### config.mk
export PLATFORM = sky130hd
export DESIGN_NAME = spa_serial_port1
export DESIGN_NICKNAME = d
export VERILOG_FILES = /design/src/spa_pkg.sv /design/src/spa_tick_if.sv /design/src/spa_tick_gen.sv /design/src/spa_serial_port1.sv
export SDC_FILE = /design/constraint.sdc
export NUM_CORES = 1
export LEC_CHECK = 0
export BUFFER_PORTS_ARGS = -buffer_cell sky130_fd_sc_hd__buf_2
export CAP_MARGIN = 15
export CORE_MARGIN = 4
export CORE_UTILIZATION = 40
export DETAILED_ROUTE_END_ITERATION = 7
export HOLD_SLACK_MARGIN = 0.15
export SLEW_MARGIN = 5
export SYNTH_ARGS = -nofsm -noshare
export SYNTH_HDL_FRONTEND = slang
export SYNTH_SLANG_ARGS = --single-unit
### constraint.sdc
create_clock -name CLK -period 2.3 [get_ports CLK]
set_input_delay 0.115 -clock CLK [delete_from_list [all_inputs] [get_ports CLK]]
set_output_delay 0.115 -clock CLK [all_outputs]
set_load 0.01 [all_outputs]
### src/spa_pkg.sv
// ****************************************************************
// Shared constants and types of the second serial port.
// ****************************************************************
package spa_pkg;

   localparam int          SFR_AW          = 8;
   localparam int          SFR_DW          = 8;

   // ****************************************************************
   // Register addresses and reset values.
   // ****************************************************************
   localparam logic [7:0]  ADDR_STATION    = 8'haa;
   localparam logic [7:0]  ADDR_MASK       = 8'hba;
   localparam logic [7:0]  ADDR_CONTROL    = 8'hc0;
   localparam logic [7:0]  ADDR_BUFFER     = 8'hc1;
   localparam logic [7:0]  RESET_BYTE      = 8'h00;
   localparam logic [7:0]  UNMAPPED_READ   = 8'h00;

   // ****************************************************************
   // Control register field positions.
   // ****************************************************************
   localparam int          CTL_MODE_HI     = 7;
   localparam int          CTL_MODE_LO     = 6;
   localparam int          CTL_MULTIPROC   = 5;
   localparam int          CTL_RX_ENABLE   = 4;
   localparam int          CTL_TX_NINTH    = 3;
   localparam int          CTL_RX_NINTH    = 2;
   localparam int          CTL_TX_DONE     = 1;
   localparam int          CTL_RX_DONE     = 0;

   // ****************************************************************
   // Modes, frame lengths and timing counts.
   // ****************************************************************
   localparam logic [1:0]  MODE_SYNC       = 2'h0;
   localparam logic [1:0]  MODE_ASYNC10    = 2'h1;
   localparam logic [3:0]  TX_BITS_10      = 4'ha;
   localparam logic [3:0]  TX_BITS_11      = 4'hb;
   localparam logic [3:0]  SYNC_BITS       = 4'h8;
   localparam logic [3:0]  RX_BITS_10      = 4'h9;
   localparam logic [3:0]  RX_BITS_11      = 4'ha;
   localparam logic [3:0]  STOP_LEFT       = 4'h1;
   localparam logic [3:0]  MID_TICK        = 4'h7;
   localparam logic [3:0]  LAST_TICK       = 4'hf;
   localparam int          OVERSAMPLE      = 16;
   localparam int          MODE2_BIT_CLKS  = 64;
   localparam int          MODE2_TICK_DIV  = MODE2_BIT_CLKS / OVERSAMPLE;
   localparam int          MODE0_CLKS_SLOW = 12;
   localparam int          MODE0_CLKS_FAST = 4;

   typedef enum logic [1:0] {TX_IDLE, TX_ASYNC, TX_SYNC} spa_tx_st_t;
   typedef enum logic [1:0] {RX_IDLE, RX_START, RX_DATA, RX_SYNC} spa_rx_st_t;

endpackage

### src/spa_tick_if.sv
`timescale 1ns/1ps
`default_nettype none
// ****************************************************************
// Bit timing handshake between the port core and its tick source.
// ****************************************************************
interface spa_tick_if;
   logic [1:0] mode;
   logic       multiproc_select;
   logic       t1_ovf;
   logic       sample_tick;
   logic       shift_tick;

   modport gen  (input mode, multiproc_select, t1_ovf, output sample_tick, shift_tick);
   modport core (output mode, multiproc_select, t1_ovf, input sample_tick, shift_tick);
endinterface
`default_nettype wire

### src/spa_tick_gen.sv
`timescale 1ns/1ps
`default_nettype none
// ****************************************************************
// Oversample tick for the framed modes, half-bit tick for mode 0.
// ****************************************************************
module spa_tick_gen
   import spa_pkg::*;
#(
   parameter int MODE2_DIV = spa_pkg::MODE2_TICK_DIV,
   parameter int M0_SLOW   = spa_pkg::MODE0_CLKS_SLOW,
   parameter int M0_FAST   = spa_pkg::MODE0_CLKS_FAST
)(
   // Clock and reset
   input wire logic   CLK,
   input wire logic   RESETN,
   // Timing link to the core
   spa_tick_if.gen    tk
);
   if (MODE2_DIV < 1 || MODE2_DIV > 255 || M0_SLOW < 2 || M0_FAST < 2 || M0_SLOW > 510
       || M0_FAST > 510)
   begin : g_chk
      $error("spa_tick_gen: divider out of range");
   end

   localparam logic [7:0] M2_LAST   = 8'(MODE2_DIV - 1);
   localparam logic [7:0] SLOW_LAST = 8'(M0_SLOW / 2 - 1);
   localparam logic [7:0] FAST_LAST = 8'(M0_FAST / 2 - 1);

   typedef struct packed {
      logic [7:0] div_cnt;
      logic [7:0] half_cnt;
      logic       sample_tick;
      logic       shift_tick;
   } spa_tick_state_t;

   spa_tick_state_t s_reg;
   spa_tick_state_t s_next;
   logic [7:0]      half_last;

   always_comb
   begin
      s_next = s_reg;
      // In mode 0 the multiprocessor bit picks the fast or the slow bit period.
      half_last = tk.multiproc_select ? FAST_LAST : SLOW_LAST;
      s_next.sample_tick = 1'b0;
      s_next.shift_tick  = 1'b0;
      if (s_reg.div_cnt >= M2_LAST)
      begin
         s_next.div_cnt = 8'h00;
      end
      else
      begin
         s_next.div_cnt = s_reg.div_cnt + 8'h01;
      end
      if (s_reg.half_cnt >= half_last)
      begin
         s_next.half_cnt   = 8'h00;
         s_next.shift_tick = 1'b1;
      end
      else
      begin
         s_next.half_cnt = s_reg.half_cnt + 8'h01;
      end
      // Modes 1 and 3 follow timer 1, mode 2 the fixed clock divider.
      if (tk.mode[0])
      begin
         s_next.sample_tick = tk.t1_ovf;
      end
      else
      begin
         s_next.sample_tick = (s_reg.div_cnt >= M2_LAST);
      end
   end

   always_ff @(posedge CLK or negedge RESETN)
   begin
      if (!RESETN)
      begin
         s_reg <= '0;
      end
      else
      begin
         s_reg <= s_next;
      end
   end

   assign tk.sample_tick = s_reg.sample_tick;
   assign tk.shift_tick  = s_reg.shift_tick;

endmodule
`default_nettype wire

### src/spa_serial_port1.sv
`timescale 1ns/1ps
`default_nettype none
module spa_serial_port1
(
   // Clock and reset
   input  wire logic                      CLK,
   input  wire logic                      RESETN,
   // Special function register port
   input  wire logic [spa_pkg::SFR_AW-1:0] SFR_ADDR,
   input  wire logic                      SFR_WR,
   input  wire logic                      SFR_RD,
   input  wire logic [spa_pkg::SFR_DW-1:0] SFR_WDATA,
   output var  logic [spa_pkg::SFR_DW-1:0] SFR_RDATA,
   // Control bits held elsewhere in the core, and the timer 1 overflow
   input  wire logic                      FRAME_ERR_VIEW_SELECT,
   input  wire logic                      PORT1_IRQ_ENABLE,
   input  wire logic                      T1_OVF,
   // Serial pins
   output var  logic                      TXD,
   input  wire logic                      RXD_IN,
   output var  logic                      RXD_OUT,
   output var  logic                      RXD_OE,
   // Status
   output var  logic                      SERIAL1_IRQ,
   output var  logic                      TX_ACTIVITY_STATUS
);
   import spa_pkg::*;

   typedef struct packed {
      logic [7:0] mask;
      logic [7:0] saddr;
      logic       mode_hi;
      logic       mode_lo;
      logic       sm2;
      logic       ren;
      logic       tb8;
      logic       rb8;
      logic       ti;
      logic       ri;
      logic       fe;
      logic [7:0] rbuf;
      logic [7:0] rdata;
      spa_tx_st_t tx_st;
      logic [10:0] tx_sh;
      logic [3:0] tx_bits;
      logic [3:0] tx_cnt;
      logic       tx_ph;
      spa_rx_st_t rx_st;
      logic [8:0] rx_sh;
      logic [3:0] rx_bits;
      logic [3:0] rx_cnt;
      logic       rx_ph;
      logic       rx_prev;
      logic       irq;
      logic       txd;
      logic       rxd_out;
      logic       rxd_oe;
      logic       txact;
   } spa_state_t;

   spa_state_t s_reg;
   spa_state_t s_next;
   spa_tick_if tk ();

   logic [1:0] mode;
   logic       wr_ctl;
   logic       wr_buf;
   logic       rx_fin;
   logic       rx_stop;
   logic [7:0] rx_byte;
   logic       rx_ninth;
   logic       addr_match;
   logic       rx_accept;

   // ****************************************************************
   // Tick source.
   // ****************************************************************
   assign tk.mode             = mode;
   assign tk.multiproc_select = s_reg.sm2;
   assign tk.t1_ovf           = T1_OVF;

   spa_tick_gen u_tick (
      .CLK    (CLK),
      .RESETN (RESETN),
      .tk     (tk)
   );

   // ****************************************************************
   // Receive decision, shared by the state update and the checks.
   // ****************************************************************
   assign mode     = {s_reg.mode_hi, s_reg.mode_lo};
   assign wr_ctl   = SFR_WR && (SFR_ADDR == ADDR_CONTROL);
   assign wr_buf   = SFR_WR && (SFR_ADDR == ADDR_BUFFER);
   assign rx_fin   = (s_reg.rx_st == RX_DATA) && tk.sample_tick && s_reg.ren
                     && (s_reg.rx_cnt == LAST_TICK) && (s_reg.rx_bits == STOP_LEFT);
   assign rx_stop  = RXD_IN;
   assign rx_byte  = (mode == MODE_ASYNC10) ? s_reg.rx_sh[8:1] : s_reg.rx_sh[7:0];
   assign rx_ninth = s_reg.rx_sh[8];
   // Only mask bits that are set take part; a zero mask always matches.
   assign addr_match = ((rx_byte ^ s_reg.saddr) & s_reg.mask) == 8'h00;
   always_comb
   begin
      if (mode == MODE_ASYNC10)
      begin
         rx_accept = !(s_reg.sm2 && !rx_stop);
      end
      else
      begin
         rx_accept = !s_reg.sm2 || (rx_ninth && addr_match);
      end
   end

   // ****************************************************************
   // State update.
   // ****************************************************************
   always_comb
   begin
      s_next         = s_reg;
      s_next.rx_prev = RXD_IN;
      // Software writes are applied first so that hardware events win.
      if (SFR_WR && SFR_ADDR == ADDR_MASK)
      begin
         s_next.mask = SFR_WDATA;
      end
      if (SFR_WR && SFR_ADDR == ADDR_STATION)
      begin
         s_next.saddr = SFR_WDATA;
      end
      if (wr_ctl)
      begin
         if (FRAME_ERR_VIEW_SELECT)
         begin
            s_next.fe = SFR_WDATA[CTL_MODE_HI];
         end
         else
         begin
            s_next.mode_hi = SFR_WDATA[CTL_MODE_HI];
         end
         s_next.mode_lo = SFR_WDATA[CTL_MODE_LO];
         s_next.sm2     = SFR_WDATA[CTL_MULTIPROC];
         s_next.ren     = SFR_WDATA[CTL_RX_ENABLE];
         s_next.tb8     = SFR_WDATA[CTL_TX_NINTH];
         s_next.rb8     = SFR_WDATA[CTL_RX_NINTH];
         s_next.ti      = SFR_WDATA[CTL_TX_DONE];
         s_next.ri      = SFR_WDATA[CTL_RX_DONE];
         // A rising receive enable in mode 0 with the transmitter idle starts one clocked receive.
         if (mode == MODE_SYNC && !s_reg.ren && SFR_WDATA[CTL_RX_ENABLE]
             && s_reg.tx_st == TX_IDLE)
         begin
            s_next.rx_st   = RX_SYNC;
            s_next.rx_bits = SYNC_BITS;
            s_next.rx_ph   = 1'b0;
         end
      end

      // Transmitter. A write while a frame is going out is dropped.
      case (s_reg.tx_st)
         TX_IDLE:
         begin
            if (wr_buf)
            begin
               s_next.txact = 1'b1;
               s_next.tx_cnt = 4'h0;
               s_next.tx_ph  = 1'b0;
               if (mode == MODE_SYNC)
               begin
                  s_next.tx_st   = TX_SYNC;
                  s_next.tx_sh   = {3'h7, SFR_WDATA};
                  s_next.tx_bits = SYNC_BITS;
               end
               else if (mode == MODE_ASYNC10)
               begin
                  s_next.tx_st   = TX_ASYNC;
                  s_next.tx_sh   = {2'h3, SFR_WDATA, 1'b0};
                  s_next.tx_bits = TX_BITS_10;
               end
               else
               begin
                  s_next.tx_st   = TX_ASYNC;
                  s_next.tx_sh   = {1'b1, s_reg.tb8, SFR_WDATA, 1'b0};
                  s_next.tx_bits = TX_BITS_11;
               end
            end
         end
         TX_ASYNC:
         begin
            if (tk.sample_tick)
            begin
               s_next.tx_cnt = s_reg.tx_cnt + 4'h1;
               if (s_reg.tx_cnt == LAST_TICK)
               begin
                  s_next.tx_sh   = {1'b1, s_reg.tx_sh[10:1]};
                  s_next.tx_bits = s_reg.tx_bits - 4'h1;
                  if (s_reg.tx_bits == 4'h2)
                  begin
                     s_next.ti    = 1'b1;
                     s_next.txact = 1'b0;
                  end
                  if (s_reg.tx_bits == STOP_LEFT)
                  begin
                     s_next.tx_st = TX_IDLE;
                  end
               end
            end
         end
         TX_SYNC:
         begin
            if (tk.shift_tick)
            begin
               s_next.tx_ph = !s_reg.tx_ph;
               if (s_reg.tx_ph)
               begin
                  s_next.tx_sh   = {1'b1, s_reg.tx_sh[10:1]};
                  s_next.tx_bits = s_reg.tx_bits - 4'h1;
                  if (s_reg.tx_bits == STOP_LEFT)
                  begin
                     s_next.ti    = 1'b1;
                     s_next.txact = 1'b0;
                     s_next.tx_st = TX_IDLE;
                  end
               end
            end
         end
         default:
         begin
            s_next.tx_st = TX_IDLE;
         end
      endcase

      // Receiver.
      case (s_reg.rx_st)
         RX_IDLE:
         begin
            if (s_reg.ren && mode != MODE_SYNC && s_reg.rx_prev && !RXD_IN)
            begin
               s_next.rx_st  = RX_START;
               s_next.rx_cnt = 4'h0;
            end
         end
         RX_START:
         begin
            if (tk.sample_tick)
            begin
               s_next.rx_cnt = s_reg.rx_cnt + 4'h1;
               if (s_reg.rx_cnt == MID_TICK)
               begin
                  // A start bit that is high again at mid-bit was a glitch.
                  s_next.rx_st   = RXD_IN ? RX_IDLE : RX_DATA;
                  s_next.rx_cnt  = 4'h0;
                  s_next.rx_bits = (mode == MODE_ASYNC10) ? RX_BITS_10 : RX_BITS_11;
               end
            end
         end
         RX_DATA:
         begin
            if (tk.sample_tick)
            begin
               s_next.rx_cnt = s_reg.rx_cnt + 4'h1;
               if (s_reg.rx_cnt == LAST_TICK)
               begin
                  s_next.rx_bits = s_reg.rx_bits - 4'h1;
                  s_next.rx_sh   = {RXD_IN, s_reg.rx_sh[8:1]};
               end
            end
            if (rx_fin)
            begin
               s_next.rx_st = RX_IDLE;
               s_next.rx_sh = s_reg.rx_sh;
               if (!rx_stop)
               begin
                  s_next.fe = 1'b1;
               end
               if (rx_accept)
               begin
                  s_next.rbuf = rx_byte;
                  s_next.ri   = 1'b1;
                  if (mode != MODE_ASYNC10)
                  begin
                     s_next.rb8 = rx_ninth;
                  end
                  else if (!s_reg.sm2)
                  begin
                     s_next.rb8 = rx_stop;
                  end
               end
            end
         end
         RX_SYNC:
         begin
            if (tk.shift_tick)
            begin
               s_next.rx_ph = !s_reg.rx_ph;
               if (s_reg.rx_ph)
               begin
                  s_next.rx_sh   = {RXD_IN, s_reg.rx_sh[8:1]};
                  s_next.rx_bits = s_reg.rx_bits - 4'h1;
                  if (s_reg.rx_bits == STOP_LEFT)
                  begin
                     s_next.rbuf  = {RXD_IN, s_reg.rx_sh[8:2]};
                     s_next.ri    = 1'b1;
                     s_next.rx_st = RX_IDLE;
                  end
               end
            end
         end
         default:
         begin
            s_next.rx_st = RX_IDLE;
         end
      endcase
      // The new enable is used, so that the write starting a mode 0 receive is not cut.
      if (!s_next.ren && s_reg.rx_st != RX_SYNC)
      begin
         s_next.rx_st = RX_IDLE;
      end

      // Pin and status outputs, all registered.
      s_next.txd     = 1'b1;
      s_next.rxd_oe  = 1'b0;
      s_next.rxd_out = 1'b1;
      if (s_next.tx_st == TX_ASYNC)
      begin
         s_next.txd = s_next.tx_sh[0];
      end
      else if (s_next.tx_st == TX_SYNC)
      begin
         s_next.txd     = !s_next.tx_ph;
         s_next.rxd_oe  = 1'b1;
         s_next.rxd_out = s_next.tx_sh[0];
      end
      else if (s_next.rx_st == RX_SYNC)
      begin
         s_next.txd = !s_next.rx_ph;
      end
      s_next.irq = PORT1_IRQ_ENABLE && (s_next.ri || s_next.ti);

      // Read data; the control high bit shows the view that is selected.
      case (SFR_ADDR)
         ADDR_MASK:    s_next.rdata = s_reg.mask;
         ADDR_STATION: s_next.rdata = s_reg.saddr;
         ADDR_CONTROL: s_next.rdata = {FRAME_ERR_VIEW_SELECT ? s_reg.fe : s_reg.mode_hi,
                                       s_reg.mode_lo, s_reg.sm2, s_reg.ren, s_reg.tb8,
                                       s_reg.rb8, s_reg.ti, s_reg.ri};
         ADDR_BUFFER:  s_next.rdata = s_reg.rbuf;
         default:      s_next.rdata = UNMAPPED_READ;
      endcase
      if (!SFR_RD)
      begin
         s_next.rdata = s_reg.rdata;
      end
   end

   always_ff @(posedge CLK or negedge RESETN)
   begin
      if (!RESETN)
      begin
         s_reg         <= '0;
         s_reg.txd     <= 1'b1;
         s_reg.rxd_out <= 1'b1;
         s_reg.rx_prev <= 1'b1;
      end
      else
      begin
         s_reg <= s_next;
      end
   end

   assign SFR_RDATA          = s_reg.rdata;
   assign TXD                = s_reg.txd;
   assign RXD_OUT            = s_reg.rxd_out;
   assign RXD_OE             = s_reg.rxd_oe;
   assign SERIAL1_IRQ        = s_reg.irq;
   assign TX_ACTIVITY_STATUS = s_reg.txact;
endmodule
`default_nettype wire

* Yosys cells after proc, flatten, opt, wreduce, memory -nomap -nowiden
Index checks and enable logic that the tools add are counted.
Word-level totals: bits in registers 107, latch bits 0, memory bits (writable) 0, memory bits (read-only) 0, input bits 24, word-level logic and storage cells 217, memories 0
Operators by class: add/subtract/negate cells 6, multipliers 0, div/mod/pow operators 0, $lt $le $gt $ge 2, equal/unequal tests 38, shift operators 0, mux-type cells 89, bitwise gates (word level) 3, reductions and logical operators 45
Operators by type and width (number):
- two-way mux 17 bit | 5
- two-way mux 8 bit | 9
- case mux 15 bit (3 select lines) | 1
- two-way mux 1 bit | 37
- == test 8 bit (second input constant) | 4
- case mux 8 bit (4 select lines) | 1
- two-way mux 15 bit | 2
- two-way mux 2 bit | 12
- != test 2 bit (second input constant) | 12
- case mux 4 bit (3 select lines) | 2
- two-way mux 22 bit | 1
- two-way mux 21 bit | 1
- logical AND 1 bit | 18
- case mux 9 bit (2 select lines) | 1
- AND reduction 6 bit | 3
- adder 8 x 1 -> 8 bit (second input constant) | 2
- case mux 8 bit (2 select lines) | 1
- two-way mux 14 bit | 1
- != test 2 x 1 -> 1 bit (second input constant) | 7
- two-way mux 13 bit | 1
- two-way mux 4 bit | 3
- two-way mux 11 bit | 1
- == test 2 bit (second input constant) | 5
- two-way mux 10 bit | 1
- 29 further kinds | 52

* Logic depth before layout (Yosys ltp)
depth after elaboration 15, mapped depth 9, depth with buffers taken out 9

* Hierarchy
A second synthesis with hierarchy kept.
Unflattened totals: cells, all modules 607, area total of the unflattened synthesis 6034.5 µm²
Modules (own cells, without submodules):
- spa_serial_port1 | times used 1, cells each 563, area an instance 5392.7 µm², sequential area each 2230.9 µm²
- spa_tick_gen | times used 1, cells each 44, area an instance 641.9 µm², sequential area each 450.4 µm²

* Least setup slack after synthesis
Ideal clock, no wire load.
kind reg2reg, start point reg s_reg, in the netlist mode[1], end point reg s_reg[56] in the netlist's numbering, library setup time 0.128 ns, data arrival time 2.224 ns, path slack -0.051 ns, stages on the path, launching flop included 9, path buffers 1, cell sequence dfrtp_1 > nand2b_1 > buf_2 > mux2i_1 > xnor2_1 > a222oi_1 > a31oi_1 > a21oi_4 > mux2_1
Between the ends: cells in the longest elaborated chain, start to end 10, elaborated cells between the ends (all ways) 13
Ends and longest elaborated chain:
- start: declaration | line spa_serial_port1.sv:61 | spa_state_t s_reg;
- start signal: assignment | line spa_serial_port1.sv:364 | s_reg <= s_next;
- == test 2 x 1 -> 1 bit * | line spa_serial_port1.sv:97, spa_serial_port1.sv:103
- two-way mux 8 bit | line spa_serial_port1.sv:97 | assign rx_byte = (mode == MODE_ASYNC10) ? s_reg.rx_sh[8:1] : s_reg.rx_sh[7:0];
- XOR 8 bit | line spa_serial_port1.sv:100 | assign addr_match = ((rx_byte ^ s_reg.saddr) & s_reg.mask) == 8'h00;
- bitwise AND 8 bit | line spa_serial_port1.sv:100
- logical NOT 8 bit | line spa_serial_port1.sv:100
- logical AND 1 bit | line spa_serial_port1.sv:109 | rx_accept = !s_reg.sm2 || (rx_ninth && addr_match);
- logical OR 1 bit | line spa_serial_port1.sv:109
- two-way mux 1 bit | line spa_serial_port1.sv:103 | if (mode == MODE_ASYNC10)
- != test 2 bit (no line)
- AND reduction 6 bit (no line)
Every way passes the cells marked *; elsewhere a longest branch is shown, timed or not. The select of a mux whose other input is x is not followed. A chain may end at the register's enable or synchronous reset.

* Worst setup path in the final report
start point reg s_reg, in the netlist mode[1], end point reg s_reg[61] in the netlist's numbering
The elaborated chain is that of the path after synthesis.

==> results.md <==
- Post-Synth Adder-Cell Area: 4.56%
- Switching Fraction: 25.5%
- Detailed Route Iter0 Violations: 298
- TritonCTS buffer count: 9
- Clock network latency to the later pin of the worst-skew pair: 360 ps
- Initial antenna violation count: 0
- Remaining DRCs: 0
- Crit path kind: register to register
- Area grow syn2layout: 19.5%
- Hold worst-path end: mode[1]
- Top post-synthesis cells by area: dfrtp_1, mux2_2, ha_1
- Max VDD drop: 0.000418 V
- Die width: 128 µm
- Async S/R FF share, synth: 100%
- CP Data Required Time: 2530 ps
- Root Driver: clkbuf_16
- Number of clock sinks: 107
- DR pass1 iterations: 7
- Via-to-Cell Ratio: 5.55
- Site Rows: 43
- P_int: 3020 µW
- Layout cells sized above 1: 26.0%
- Placed cells: 787
- Largest family of logic cells by synthesized area: compound AO/OA/AOI/OAI gates
- Unique masters post-synth: 59
- NetSw: 1040 µW
- Type of the tightest min-delay check: input pin to register
- Max reg flops: 72
- Worst slew pin tran: 736 ps
- Sequential area share after synthesis: 46.6%
- RePlAce Congestion: 0.927
- Crit path time final: 2270 ps
- Compound-Gate Fraction of Synth Area: 16.6%
- Clock skew: 10.4 ps
- CP endpoint kind: register
- Clk buf depth: 2
- Reg2Reg Setup Slack: 30 ps
- Syn Inst Count: 553
- EDFF count, synth: 0
- Setup TNS: 0 ps
- HP Start: FRAME_ERR_VIEW_SELECT
- Largest net degree at the start of global routing: 57
- Max_slew headroom: 50.9%
- Leakage power: 0.00314 µW
- Seq pwr share: 50.7%
- Post-Synth XOR/XNOR Area: 2.13%
- Top-count cell post-synth: dfrtp_1
- Setup WS post-layout: 25.9 ps
- First-pass GRT wire length: 23800 µm
- DP Worst Slack: -55.3 ps
- Via count: 4538
- Comb pwr share: 11.5%
- H-tree depth: 3
- Clock power frac: 37.8%
- Routed WL per cell: 17.6 µm
- Post-layout util: 49.2%
- Non-filler instance count after layout: 818
- Top cells by count, synth: dfrtp_1, nand2_1, mux2_2
- F_max: 0.440 GHz
- Worst r2r src: mode[1]
- Cell Pwr Density: 590 nW/µm²
- Die ar.: 16400 µm²
- Mapped Avg Cell Area: 10.4 µm²
- Post-synthesis mux area share: 11.6%
- # diodes: 0
- #FFs+latches synth: 107
- Reg2reg path depth: 8
- Final period utilization: 98.9%
- Worst hold stages: 3
- Crit start category: register
- Arr. time, crit path: 2510 ps
- Dpl hpwl: 10300 µm
- Clock transition at path regs: 70 ps
- CTS tree: done
- Grt total ovfl: 0
- Final Setup Violations: 0
- RR Endpoint: s_reg[61]
- WL final: 14400 µm
- Synth Warn #: 0
- # IOs: 37
- Max_cap viols: 0
- Global-route usage over all layers: 18.4%
- Number of routed nets with antenna violations: 0
- Outcome: completed
- Yosys top cell area share: 45.2%
- Nets@finish: 679
- Area leader, netlist: dfrtp_1
- Chip height: 128 µm
- Fin. Hold Viols: 0
- RSZ-0062 raised after global routing: true
- Simple logic cell fraction of the synthesized area: 13.6%
- Port-buffer cells: 36
- Ys flop type: dfrtp_1
- Core area: 14000 µm²
- Crit Path Max Fanout: 8
- Count of final max-slew check failures: 0
- Starting Density: 41.2%
- Vias in the first global route: 4574
- Synthesized area: 5760 µm²
-- through the flow --
stage	hold WS (ps)	total power [µW]	instance area, µm²
final	168	4060	6880
after global routing	178	4240	6880
after CTS	156	4090	6790
after detailed placement	231	2530	6340
after global placement	216	2510	6340
after floorplan	-181	2330	5790
-- layer usage --
| metal | global-route usage (%) | vias up | wire, µm |
|---|---|---|---|
| li1 | - | 2152 | - |
| met1 | 25.7 | 2232 | 6640 |
| met2 | 28.7 | 133 | 6760 |
| met3 | 4.04 | 21 | 714 |
| met4 | 6.12 | 0 | 288 |
| met5 | 0 | - | 0 |
-- cells by family after synthesis --
group | Yosys count
and+or+nand+nor | 155
AOI/OAI and AO/OA | 133
DFF | 107
muxes | 61
buffers and inverters | 61
adders and majority gates | 21
xor gates and xnor gates | 14
other | 1
-- final cells by class --
cell class / instances / area, µm²
repair buffers: 92 / 661
well taps: 180 / 225
clock inverters: 4 / 51.3
multi-input cells: 394 / 2910
inverters: 30 / 113
flip-flops and latches: 107 / 2680
clock buffers: 11 / 233
fillers: 1278 / 7110
-- cell usage in the layout (no fill, tap or decap), drive strengths merged, types with 5 or more instances in the layout --
master       count
dfrtp          104
buf             79
mux2            47
nand2           46
o21ai           39
nor2            34
inv             31
ha              21
o31ai           21
mux2i           14
nand3           13
dlygate4sd3     13
a21oi           13
a22o            12
a22oi           11
clkbuf          11
nor3            10
conb            10
xnor2            9
nand2b           8
nor4             6
xor2             5
o22ai            5
and3             5
-- power groups by stage --
stage / clock (µW) / sequential [µW] / combinational (µW)
floorplan: 0 / 2080 / 259
global placement: 0 / 2090 / 427
detailed placement: 0 / 2090 / 441
CTS: 1570 / 2060 / 461
global route: 1650 / 2070 / 525
finish: 1530 / 2060 / 468
-- worst max-delay path by stage --
stage                     start        end  slack [ps]  cells after the start
global route            mode[1]  s_reg[60]         -50                      8
finish                  mode[1]  s_reg[61]          30                      8
detailed placement      mode[0]  s_reg[60]         -60                      7
CTS                     mode[0]  s_reg[60]          20                      7
floorplan               mode[1]  s_reg[56]          30                      8
global placement    SFR_ADDR[2]        TXD         -10                      9
-- worst max-delay path, stage by stage (launching register included) --
cell and delay (ps):
dfrtp_1 390, nand2b_4 190, mux2i_4 200, xnor2_1 150, a222oi_1 390, a31oi_2 200
a21oi_4 180, buf_12 150, mux2_4 300
-- timing repair --
action | CTS | global route
setup buffers | 1 | 2
hold endpoints to repair | 85 | 0
pin swaps | 3 | 6
hold buffers | 13 | 0
gates resized for setup | 8 | 15
setup endpoints to repair | 9 | 11
(Power assumes the default switching activity.)
